File: config.mk
export PLATFORM = sky130hd
export DESIGN_NAME = dma_request_mask_status_cmds
export DESIGN_NICKNAME = d
export VERILOG_FILES = /design/src/include/dma_pkg.sv /design/src/include/mode_store_if.sv /design/src/hw/dma_request_mask_status_cmds.sv /design/src/hw/mode_store.sv
export VERILOG_INCLUDE_DIRS = /design/src /design/src/include
export SDC_FILE = /design/constraint.sdc
export NUM_CORES = 1
export LEC_CHECK = 0
export ABC_CLOCK_PERIOD_IN_PS = 3700
export BUFFER_PORTS_ARGS = -buffer_cell sky130_fd_sc_hd__buf_2
export CORE_MARGIN = 2
export CORE_UTILIZATION = 40
export CTS_CLUSTER_SIZE = 10
export DETAILED_ROUTE_END_ITERATION = 10
export HOLD_SLACK_MARGIN = 0.12
export PLACE_DENSITY = 0.67
export RECOVER_POWER = 50
export SLEW_MARGIN = 10
export SYNTH_ARGS = -nofsm -noshare
export SYNTH_HDL_FRONTEND = slang
export SYNTH_SLANG_ARGS = --single-unit
File: constraint.sdc
create_clock -name sys_clk -period 3.7 [get_ports sys_clk]
set_input_delay 0.185 -clock sys_clk [delete_from_list [all_inputs] [get_ports sys_clk]]
set_output_delay 0.185 -clock sys_clk [all_outputs]
set_load 0.005 [all_outputs]
File: src/include/dma_regs_defs.svh
// Register offsets, field positions and reset values of the DMA request,
// mask and status register block.
// Assumes the five-bit I/O offset is already decoded to this block.
`ifndef DMA_REGS_DEFS_SVH
`define DMA_REGS_DEFS_SVH

// ****************************************************************
// Register and command offsets
// ****************************************************************
`define ADDR_W 5
`define OFS_ADDR_COUNT_LAST 5'h07
`define OFS_STATUS 5'h08
`define OFS_SOFT_REQUEST 5'h09
`define OFS_MASK_SINGLE 5'h0A
`define OFS_MODE 5'h0B
`define OFS_MASK_ALL 5'h0F
`define OFS_CLR_BYTE_PTR 5'h10
`define OFS_SET_BYTE_PTR 5'h11
`define OFS_MASTER_CLEAR 5'h12
`define OFS_CLR_MASK 5'h13
`define OFS_CLR_MODE_CNT 5'h14

// ****************************************************************
// Field positions and reset values
// ****************************************************************
`define SEL_LSB 0
`define SEL_MSB 1
`define VALUE_BIT 2
`define MODE_AUTOINIT_BIT 4
`define UPPER_ONES 4'hF
`define MASK_RESET 4'hF
`define UNDEF_READ 8'hFF

`endif

File: src/include/dma_pkg.sv
// Types used by the transfer engine of the DMA register block.
// Assumes nothing of its surroundings.
package dma_pkg;
  typedef enum logic [0:0] {ENG_IDLE, ENG_SERVING} engine_state_t;
  typedef logic [1:0] chan_t;
endpackage : dma_pkg

File: src/include/mode_store_if.sv
// Link between the register block and the channel mode store.
// Assumes one clock; every strobe is a one-cycle pulse.
`timescale 1ns/1ps
interface mode_store_if;
  logic wr;
  logic [7:0] wr_data;
  logic rd_advance;
  logic clr_cnt;
  logic [7:0] rd_data;
  logic [3:0] autoinit;
  modport owner (output wr, output wr_data, output rd_advance, output clr_cnt,
    input rd_data, input autoinit);
  modport store (input wr, input wr_data, input rd_advance, input clr_cnt,
    output rd_data, output autoinit);
endinterface : mode_store_if

File: src/hw/dma_request_mask_status_cmds.sv
// Request, mask, status and temporary registers of a four-channel DMA
// controller, with the five special commands, reached by I/O strobes.
// Assumes strobes, address, data and requests are asynchronous pins, and
// terminal count and memory-to-memory cycle marks come from sys_clk logic.
`timescale 1ns/1ps
`include "dma_regs_defs.svh"
module dma_request_mask_status_cmds
(
  // Clock and reset
  input wire logic sys_clk,
  input wire logic sys_rst,
  // Host I/O port
  input wire logic io_read_strobe_n,
  input wire logic io_write_strobe_n,
  input wire logic [`ADDR_W-1:0] io_addr,
  input wire logic [7:0] peripheral_data_bus_in,
  output logic [7:0] peripheral_data_bus_out,
  output logic peripheral_data_bus_oe,
  // Channel requests and transfer events
  input wire logic [3:0] ext_request,
  input wire logic [3:0] terminal_count,
  input wire logic m2m_first_cycle,
  input wire logic m2m_second_cycle,
  // Transfer engine view
  output logic [3:0] channel_service_request,
  output logic service_active,
  output logic [1:0] service_channel,
  output logic byte_high,
  output logic master_clear_pulse
);
  // ****************************************************************
  // Pin synchronisers
  // ****************************************************************
  logic rd_meta_ff, rd_sync_ff, rd_prev_ff;
  logic wr_meta_ff, wr_sync_ff, wr_prev_ff;
  logic [`ADDR_W-1:0] addr_meta_ff, addr_sync_ff;
  logic [7:0] data_meta_ff, data_sync_ff;
  logic [3:0] req_meta_ff, req_sync_ff;

  always_ff @(posedge sys_clk)
  begin
    if (sys_rst)
    begin
      rd_meta_ff <= 1'b1;
      rd_sync_ff <= 1'b1;
      rd_prev_ff <= 1'b1;
      wr_meta_ff <= 1'b1;
      wr_sync_ff <= 1'b1;
      wr_prev_ff <= 1'b1;
      addr_meta_ff <= 5'h00;
      addr_sync_ff <= 5'h00;
      data_meta_ff <= 8'h00;
      data_sync_ff <= 8'h00;
      req_meta_ff <= 4'h0;
      req_sync_ff <= 4'h0;
    end
    else
    begin
      rd_meta_ff <= io_read_strobe_n;
      rd_sync_ff <= rd_meta_ff;
      rd_prev_ff <= rd_sync_ff;
      wr_meta_ff <= io_write_strobe_n;
      wr_sync_ff <= wr_meta_ff;
      wr_prev_ff <= wr_sync_ff;
      addr_meta_ff <= io_addr;
      addr_sync_ff <= addr_meta_ff;
      data_meta_ff <= peripheral_data_bus_in;
      data_sync_ff <= data_meta_ff;
      req_meta_ff <= ext_request;
      req_sync_ff <= req_meta_ff;
    end
  end

  // ****************************************************************
  // Access decode
  // ****************************************************************
  logic rd_go, wr_go, any_go, mclr;
  assign rd_go = rd_prev_ff && !rd_sync_ff;
  assign wr_go = wr_prev_ff && !wr_sync_ff;
  assign any_go = rd_go || wr_go;
  // Special commands fire on either strobe; the data bus is not looked at.
  assign mclr = any_go && (addr_sync_ff == `OFS_MASTER_CLEAR);

  // ****************************************************************
  // Registers
  // ****************************************************************
  logic [3:0] mask_ff, nxt_mask;
  logic [3:0] soft_req_ff, nxt_soft_req;
  logic [3:0] pending_ff;
  logic [3:0] tc_flags_ff;
  logic [7:0] temp_ff;
  logic byte_high_ff;
  logic mclr_ff;
  logic [1:0] sel;
  mode_store_if ms ();

  assign sel = data_sync_ff[`SEL_MSB:`SEL_LSB];

  always_comb
  begin
    nxt_mask = mask_ff;
    if (wr_go && addr_sync_ff == `OFS_MASK_SINGLE)
      nxt_mask[sel] = data_sync_ff[`VALUE_BIT];
    else if (wr_go && addr_sync_ff == `OFS_MASK_ALL)
      nxt_mask = data_sync_ff[3:0];
    else if (any_go && addr_sync_ff == `OFS_CLR_MASK)
      nxt_mask = 4'h0;
    // Terminal count without autoinitialize wins over a same-cycle write.
    nxt_mask = nxt_mask | (terminal_count & ~ms.autoinit);
  end

  always_ff @(posedge sys_clk)
  begin
    if (sys_rst || mclr)
      mask_ff <= `MASK_RESET;
    else
      mask_ff <= nxt_mask;
  end

  always_comb
  begin
    nxt_soft_req = soft_req_ff & ~terminal_count;
    if (wr_go && addr_sync_ff == `OFS_SOFT_REQUEST)
      nxt_soft_req[sel] = data_sync_ff[`VALUE_BIT];
  end

  always_ff @(posedge sys_clk)
  begin
    if (sys_rst || mclr)
      soft_req_ff <= 4'h0;
    else
      soft_req_ff <= nxt_soft_req;
  end

  always_ff @(posedge sys_clk)
  begin
    if (sys_rst || mclr)
      pending_ff <= 4'h0;
    else
      pending_ff <= req_sync_ff;
  end

  // A terminal count in the same cycle as the status read is kept.
  always_ff @(posedge sys_clk)
  begin
    if (sys_rst || mclr)
      tc_flags_ff <= 4'h0;
    else if (rd_go && addr_sync_ff == `OFS_STATUS)
      tc_flags_ff <= terminal_count;
    else
      tc_flags_ff <= tc_flags_ff | terminal_count;
  end

  always_ff @(posedge sys_clk)
  begin
    if (sys_rst || mclr)
      temp_ff <= 8'h00;
    else if (m2m_first_cycle)
      temp_ff <= data_sync_ff;
  end

  always_ff @(posedge sys_clk)
  begin
    if (sys_rst || mclr)
      byte_high_ff <= 1'b0;
    else if (any_go && addr_sync_ff == `OFS_CLR_BYTE_PTR)
      byte_high_ff <= 1'b0;
    else if (any_go && addr_sync_ff == `OFS_SET_BYTE_PTR)
      byte_high_ff <= 1'b1;
    else if (any_go && addr_sync_ff <= `OFS_ADDR_COUNT_LAST)
      byte_high_ff <= !byte_high_ff;
  end

  always_ff @(posedge sys_clk)
  begin
    if (sys_rst)
      mclr_ff <= 1'b0;
    else
      mclr_ff <= mclr;
  end

  // ****************************************************************
  // Mode store
  // ****************************************************************
  assign ms.wr = wr_go && addr_sync_ff == `OFS_MODE;
  assign ms.wr_data = data_sync_ff;
  assign ms.rd_advance = rd_go && addr_sync_ff == `OFS_MODE;
  assign ms.clr_cnt = any_go && addr_sync_ff == `OFS_CLR_MODE_CNT;

  mode_store u_mode_store
  (
    .sys_clk(sys_clk),
    .sys_rst(sys_rst),
    .master_clear(mclr),
    .ms(ms.store)
  );

  // ****************************************************************
  // Read path and data bus drive
  // ****************************************************************
  logic [7:0] rd_data_ff, nxt_rd_data;
  logic rd_oe_ff;

  always_comb
  begin
    case (addr_sync_ff)
      `OFS_STATUS: nxt_rd_data = {pending_ff, tc_flags_ff};
      `OFS_SOFT_REQUEST: nxt_rd_data = {`UPPER_ONES, soft_req_ff};
      `OFS_MASK_ALL: nxt_rd_data = {`UPPER_ONES, mask_ff};
      `OFS_MODE: nxt_rd_data = ms.rd_data;
      default: nxt_rd_data = `UNDEF_READ;
    endcase
  end

  always_ff @(posedge sys_clk)
  begin
    if (sys_rst)
      rd_data_ff <= 8'h00;
    else if (rd_go)
      rd_data_ff <= nxt_rd_data;
  end

  always_ff @(posedge sys_clk)
  begin
    if (sys_rst)
    begin
      rd_oe_ff <= 1'b0;
    end
    else
    begin
      rd_oe_ff <= !rd_sync_ff && (rd_go || rd_oe_ff);
    end
  end

  always_ff @(posedge sys_clk)
  begin
    if (sys_rst)
    begin
      peripheral_data_bus_out <= 8'h00;
      peripheral_data_bus_oe <= 1'b0;
    end
    else if (m2m_second_cycle)
    begin
      peripheral_data_bus_out <= temp_ff;
      peripheral_data_bus_oe <= 1'b1;
    end
    else
    begin
      peripheral_data_bus_out <= rd_go ? nxt_rd_data : rd_data_ff;
      peripheral_data_bus_oe <= !rd_sync_ff && (rd_go || rd_oe_ff);
    end
  end

  // ****************************************************************
  // Transfer engine arbitration
  // ****************************************************************
  logic [3:0] eff_req;
  dma_pkg::engine_state_t state_ff;
  dma_pkg::chan_t chan_ff, nxt_chan;

  assign eff_req = (pending_ff & ~mask_ff) | soft_req_ff;

  always_comb
  begin
    nxt_chan = 2'h0;
    for (int i = 3; i >= 0; i--)
      if (eff_req[i])
        nxt_chan = 2'(i);
  end

  always_ff @(posedge sys_clk)
  begin
    if (sys_rst || mclr)
    begin
      state_ff <= dma_pkg::ENG_IDLE;
      chan_ff <= 2'h0;
    end
    else
    begin
      case (state_ff)
        dma_pkg::ENG_IDLE:
          if (eff_req != 4'h0)
          begin
            state_ff <= dma_pkg::ENG_SERVING;
            chan_ff <= nxt_chan;
          end
        dma_pkg::ENG_SERVING:
          if (terminal_count[chan_ff])
            state_ff <= dma_pkg::ENG_IDLE;
        default:
          state_ff <= dma_pkg::ENG_IDLE;
      endcase
    end
  end

  always_ff @(posedge sys_clk)
  begin
    if (sys_rst)
      channel_service_request <= 4'h0;
    else
      channel_service_request <= eff_req;
  end

  always_ff @(posedge sys_clk)
  begin
    if (sys_rst)
    begin
      service_active <= 1'b0;
      service_channel <= 2'h0;
      byte_high <= 1'b0;
      master_clear_pulse <= 1'b0;
    end
    else
    begin
      service_active <= state_ff == dma_pkg::ENG_SERVING;
      service_channel <= chan_ff;
      byte_high <= byte_high_ff;
      master_clear_pulse <= mclr_ff;
    end
  end
endmodule : dma_request_mask_status_cmds

File: src/hw/mode_store.sv
// Four channel mode registers behind one shared location, with readback
// counter. Assumes strobes from logic on sys_clk.
`timescale 1ns/1ps
`include "dma_regs_defs.svh"
module mode_store
(
  // Clock and reset
  input wire logic sys_clk,
  input wire logic sys_rst,
  input wire logic master_clear,
  // Owner side
  mode_store_if.store ms
);
  logic [5:0] mode_ff [4];
  logic [1:0] rd_cnt_ff;
  logic [7:0] rd_data_ff;

  // ****************************************************************
  // Mode registers, selected by the two low bits of the write data
  // ****************************************************************
  always_ff @(posedge sys_clk)
  begin
    if (sys_rst)
    begin
      for (int i = 0; i < 4; i++)
        mode_ff[i] <= 6'h00;
    end
    else if (ms.wr)
    begin
      mode_ff[ms.wr_data[`SEL_MSB:`SEL_LSB]] <= ms.wr_data[7:2];
    end
  end

  // ****************************************************************
  // Readback counter
  // ****************************************************************
  always_ff @(posedge sys_clk)
  begin
    if (sys_rst || master_clear || ms.clr_cnt)
      rd_cnt_ff <= 2'h0;
    else if (ms.rd_advance)
      rd_cnt_ff <= rd_cnt_ff + 2'h1;
  end

  always_ff @(posedge sys_clk)
  begin
    if (sys_rst)
      rd_data_ff <= 8'h03;
    else
      rd_data_ff <= {mode_ff[rd_cnt_ff], 2'h3};
  end

  genvar g;
  generate
    for (g = 0; g < 4; g++)
    begin : g_ai
      assign ms.autoinit[g] = mode_ff[g][`MODE_AUTOINIT_BIT - 2];
    end
  endgenerate
  assign ms.rd_data = rd_data_ff;
endmodule : mode_store

==> summary.md <==
The routability-driven placement congestion ratio came out at 0.8966. Sort of element at the end of the critical path: a register. Summed over all nets, the half-perimeter wirelength after detailed placement is 7.087 mm. For the final database, setup skew stands at 0.006749 ns. The remaining global-route overflow is 0, and the combined buffer and inverter count along the critical path is 0. After clock tree synthesis, the clock-pin slew on the worst setup and hold paths is 0.05 ns. The worst slew slack as a fraction of its limit was -0.1743; the share of synthesized flip-flops with an asynchronous set or reset was 0.

The slack of the critical path was 1.240 ns. The tools report the register-to-register setup slack as 1.24 ns. The tree built by TritonCTS fans out to 128 sinks. The checks that failed: capacitance limit, slew limit.

In this run the deepest clock path goes through 2 buffers. For the worst setup path, the data required time is 3.73 ns. The tools report the effective utilization at floorplan as 0.4090. In the synthesized netlist, the cells that appear most often are sky130_fd_sc_hd__dfxtp_1, sky130_fd_sc_hd__nor2b_1, sky130_fd_sc_hd__nor2_1. The most critical setup path has its startpoint at addr_sync_ff[0]. Setup violations remaining at the end of the flow were counted as 0. The first global-routing pass estimated 16.87 mm of wire. The final hold violation count is 0. The post-placement setup slack was 1.272 ns; the tightest hold margin was 0.2089 ns.

The worst setup path is of the reg -> reg kind. For the number of global-route vias before repair, the log shows 3297. In this run the critical register-to-register path is captured at u_mode_store.mode_ff[1][4]. Once layout is done, the placed cells without fillers occupy 6017 µm². After clock tree synthesis, the flow added hold-fix buffers numbering 24.

In this run the standard cell core region covers 12010 µm². Yosys mapped a number of flops with a built-in enable equal to 24. The tools report the number of core rows as 40. Total length of routed wires: 10.19 mm. After synthesis, the cell types taking the most area are sky130_fd_sc_hd__dfxtp_1, sky130_fd_sc_hd__edfxtp_1, sky130_fd_sc_hd__nor2b_1, sky130_fd_sc_hd__mux2i_1, sky130_fd_sc_hd__and2_1. Kind of launch point of the worst setup path: a register.

The DRC violation count after routing came out at 0. The pin count of the biggest net entering global routing is 46, and the sum of met2 wire segment lengths after detailed routing is 4.678 mm. The peak ir drop on the vdd network came out at 278.0 µV.

Uppermost metal layer occupied by signal nets: met4. In the final routed layout, each cell accounts on average for 15.09 µm. The number of cells in the design after placement is 619, and the insertion delay of the later-clocked pin in the worst-skew pair is 0.41 ns. The number of H-tree levels was 4; the height of the chip was 114.8 µm. From synthesis to final layout, the design area changed by 22.49%. Slowest cell on the critical path: sky130_fd_sc_hd__dfxtp_1. The number of port buffers was 44.

The highest clock rate came out at 406.6 MHz. The final route contains 3429 vias. In this run the cell area measured after placement is 5219 µm². The delay of the slowest cell on the worst path is 0.86 ns, and the cell area power density is 537.9 nW/µm². Walking the worst path, the cells encountered are nand3_2 > o31ai_1.

The shortest clock period the worst path allows after layout is 2.460 ns. Synthesis instantiated 46 different standard cells from the library. The synthesized design spends more area on one cell type than any other, namely sky130_fd_sc_hd__dfxtp_1. The run gives 0 as the number of inserted diodes. The worst-case hold path end point was temp_ff[1].

Pin placement for this block handled 45 I/O pins. The post-synthesis sequential area ratio was 0.5706. The warning count from the yosys run is 0. The top-area cell type share of the netlist area was 0.4238; the total global-route track usage was 0.1684.

The width of the chip works out to 114.8 µm. The max-capacitance violation count was 1. TritonCTS built the clock tree.

The cell family with the largest share of critical-path delay is flip-flops. In this run, post-CTS repair resized a total of 0 instances. The launch point of the worst reg-to-reg path is addr_sync_ff[0]. Synthesis produced 451 cells. The overall die area came out at 13180 µm². The routed via count divided by cell count is 5.080, and the initial antenna violation count is 0. The initial detailed-routing violation count is 213, and the remaining antenna violation count after routing is 0. The share of final-layout standard cells stronger than drive strength 1 came out at 0.1761.

Root buffer cell: sky130_fd_sc_hd__clkbuf_16. After detailed routing, the met3 layer carries 573 µm of wire. The final number of max-transition violations came out at 46. The tools report the beginning of the worst hold path as m2m_first_cycle. Worst reg-to-reg path cell count: 2. The mean instance size in the synthesized netlist was 10.89 µm². The pre-antenna-repair detailed-routing pass consisted of 4 iterations. The total standard cell area after synthesis was 4912 µm²; the total nets after synthesis was 478. Most numerous cell in the Yosys netlist: sky130_fd_sc_hd__dfxtp_1.

Length of routed wiring on met1: 4.709 mm. The synthesized design contains 128 register bits. The tools report the final non-filler cell total as 675. For the worst setup path, the data arrival time is 2.49 ns. Setup repair after global routing left no endpoint under its margin.

The worst hold path passes through 3 cells. In this run, CTS created clock tree buffers numbering 17. The tools report the static leakage as 0.002318 µW.

Buffers added to address setup during post-CTS repair amount to 0. Along the worst path, the maximum fanout reaches 23. The period utilization was 0.6647; the final total negative setup slack was 0 ns. The dominant register cell in the synthesized netlist was sky130_fd_sc_hd__dfxtp_1. The flow ran to the end, but the final reports show violations.

The min-delay analysis places its worst path in the category in -> reg. Slew at the pin closest to its max-slew limit: 1.761 ns. The net total in the final layout came out at 542.
==> how the worst max path moves through the flow <==
stage | end | cells past startpoint
global placement | u_mode_store.mode_ff[2][3] | 2
floorplan | u_mode_store.mode_ff[0][0] | 4
global route | u_mode_store.mode_ff[2][2] | 4
CTS | u_mode_store.mode_ff[1][5] | 2
finish | u_mode_store.mode_ff[1][4] | 2
detailed placement | u_mode_store.mode_ff[2][5] | 2
==> tightest hold or removal path: cells and delay by family <==
kind | cells | cell delay (ns)
buf+inv | 1 | 0.18
mux | 1 | 0.14
simple gates | 1 | 0.07
==> cells by family (layout without fill, tap and decap cells) <==
| family | after synthesis | after routing | synth area share |
|---|---|---|---|
| simple gates | 185 | 185 | 0.2157 |
| xor+xnor | 2 | 2 | 0.003567 |
| buf+inv | 37 | 114 | 0.03362 |
| mux | 33 | 33 | 0.08635 |
| flops | 128 | 128 | 0.5706 |
| compound gates | 66 | 66 | 0.09017 |
==> cell usage in the layout (no fill, tap or decap), types with 2 or more instances in the layout <==
master	instances
sky130_fd_sc_hd__and2_0	5
sky130_fd_sc_hd__nand2_1	13
sky130_fd_sc_hd__nand2b_1	6
sky130_fd_sc_hd__mux2i_1	21
sky130_fd_sc_hd__mux2_2	5
sky130_fd_sc_hd__nor4_1	2
sky130_fd_sc_hd__buf_2	38
sky130_fd_sc_hd__inv_1	10
sky130_fd_sc_hd__clkbuf_1	9
sky130_fd_sc_hd__mux4_2	7
sky130_fd_sc_hd__nand3b_1	2
sky130_fd_sc_hd__and3_1	8
sky130_fd_sc_hd__buf_4	2
sky130_fd_sc_hd__a211oi_1	5
sky130_fd_sc_hd__edfxtp_1	24
sky130_fd_sc_hd__nor2_1	43
sky130_fd_sc_hd__dlygate4sd3_1	24
sky130_fd_sc_hd__nor3_1	16
sky130_fd_sc_hd__and2_1	23
sky130_fd_sc_hd__a21oi_1	18
sky130_fd_sc_hd__o211ai_1	13
sky130_fd_sc_hd__clkinv_1	2
sky130_fd_sc_hd__clkbuf_16	17
sky130_fd_sc_hd__and3b_1	4
sky130_fd_sc_hd__o21a_1	2
sky130_fd_sc_hd__o21ai_0	8
sky130_fd_sc_hd__o2111ai_1	3
sky130_fd_sc_hd__or3_1	2
sky130_fd_sc_hd__nor2b_1	48
sky130_fd_sc_hd__dfxtp_1	104
sky130_fd_sc_hd__a21o_1	2
sky130_fd_sc_hd__clkbuf_8	2
sky130_fd_sc_hd__o32ai_1	5
sky130_fd_sc_hd__clkinv_2	5
sky130_fd_sc_hd__o31ai_1	4
sky130_fd_sc_hd__bufinv_16	2
sky130_fd_sc_hd__or2_2	6
sky130_fd_sc_hd__clkinvlp_4	2
==> registers in the layout (all words and copies together), names as in the netlist, 5 cells and up <==
| register | cells |
|---|---|
| peripheral_data_bus_out | 8 |
| addr_meta_ff | 5 |
| temp_ff | 8 |
| addr_sync_ff | 5 |
| data_sync_ff | 8 |
| u_mode_store.mode_ff | 24 |
| rd_data_ff | 8 |
| u_mode_store.ms.rd_data | 6 |
| data_meta_ff | 8 |
==> per-stage QoR <==
step	power, µW	utilization
2_1_floorplan	1613	-
3_3_place_gp	1657	0.4345
3_5_place_dp	1662	0.4345
4_1_cts	3266	0.5022
5_1_grt	3354	0.5009
6_report	3237	0.5009
==> cell type report <==
cell class,instances,area [µm²]
clock buffers,20,456.7
clock inverters,12,116.4
fillers,1073,5995
inverters,10,37.54
multi-input cells,286,1944
flip-flops and latches,128,2803
well taps,147,183.9
repair buffers,72,475.5
==> per-layer routing <==
metal,up-vias,GRT usage
met5,-,0
met4,0,0.07470
met1,1604,0.2245
li1,1701,-
met3,23,0.04270
met2,101,0.2607
==> power breakdown <==
part	internal, µW	switching (µW)	total [µW]	leakage (µW)
Clock	1010	570	1580	0.000280
Combinational	75.1	73.4	149	0.000942
Sequential	1470	33.9	1500	0.00110
Power figures use the tool's default switching activity.
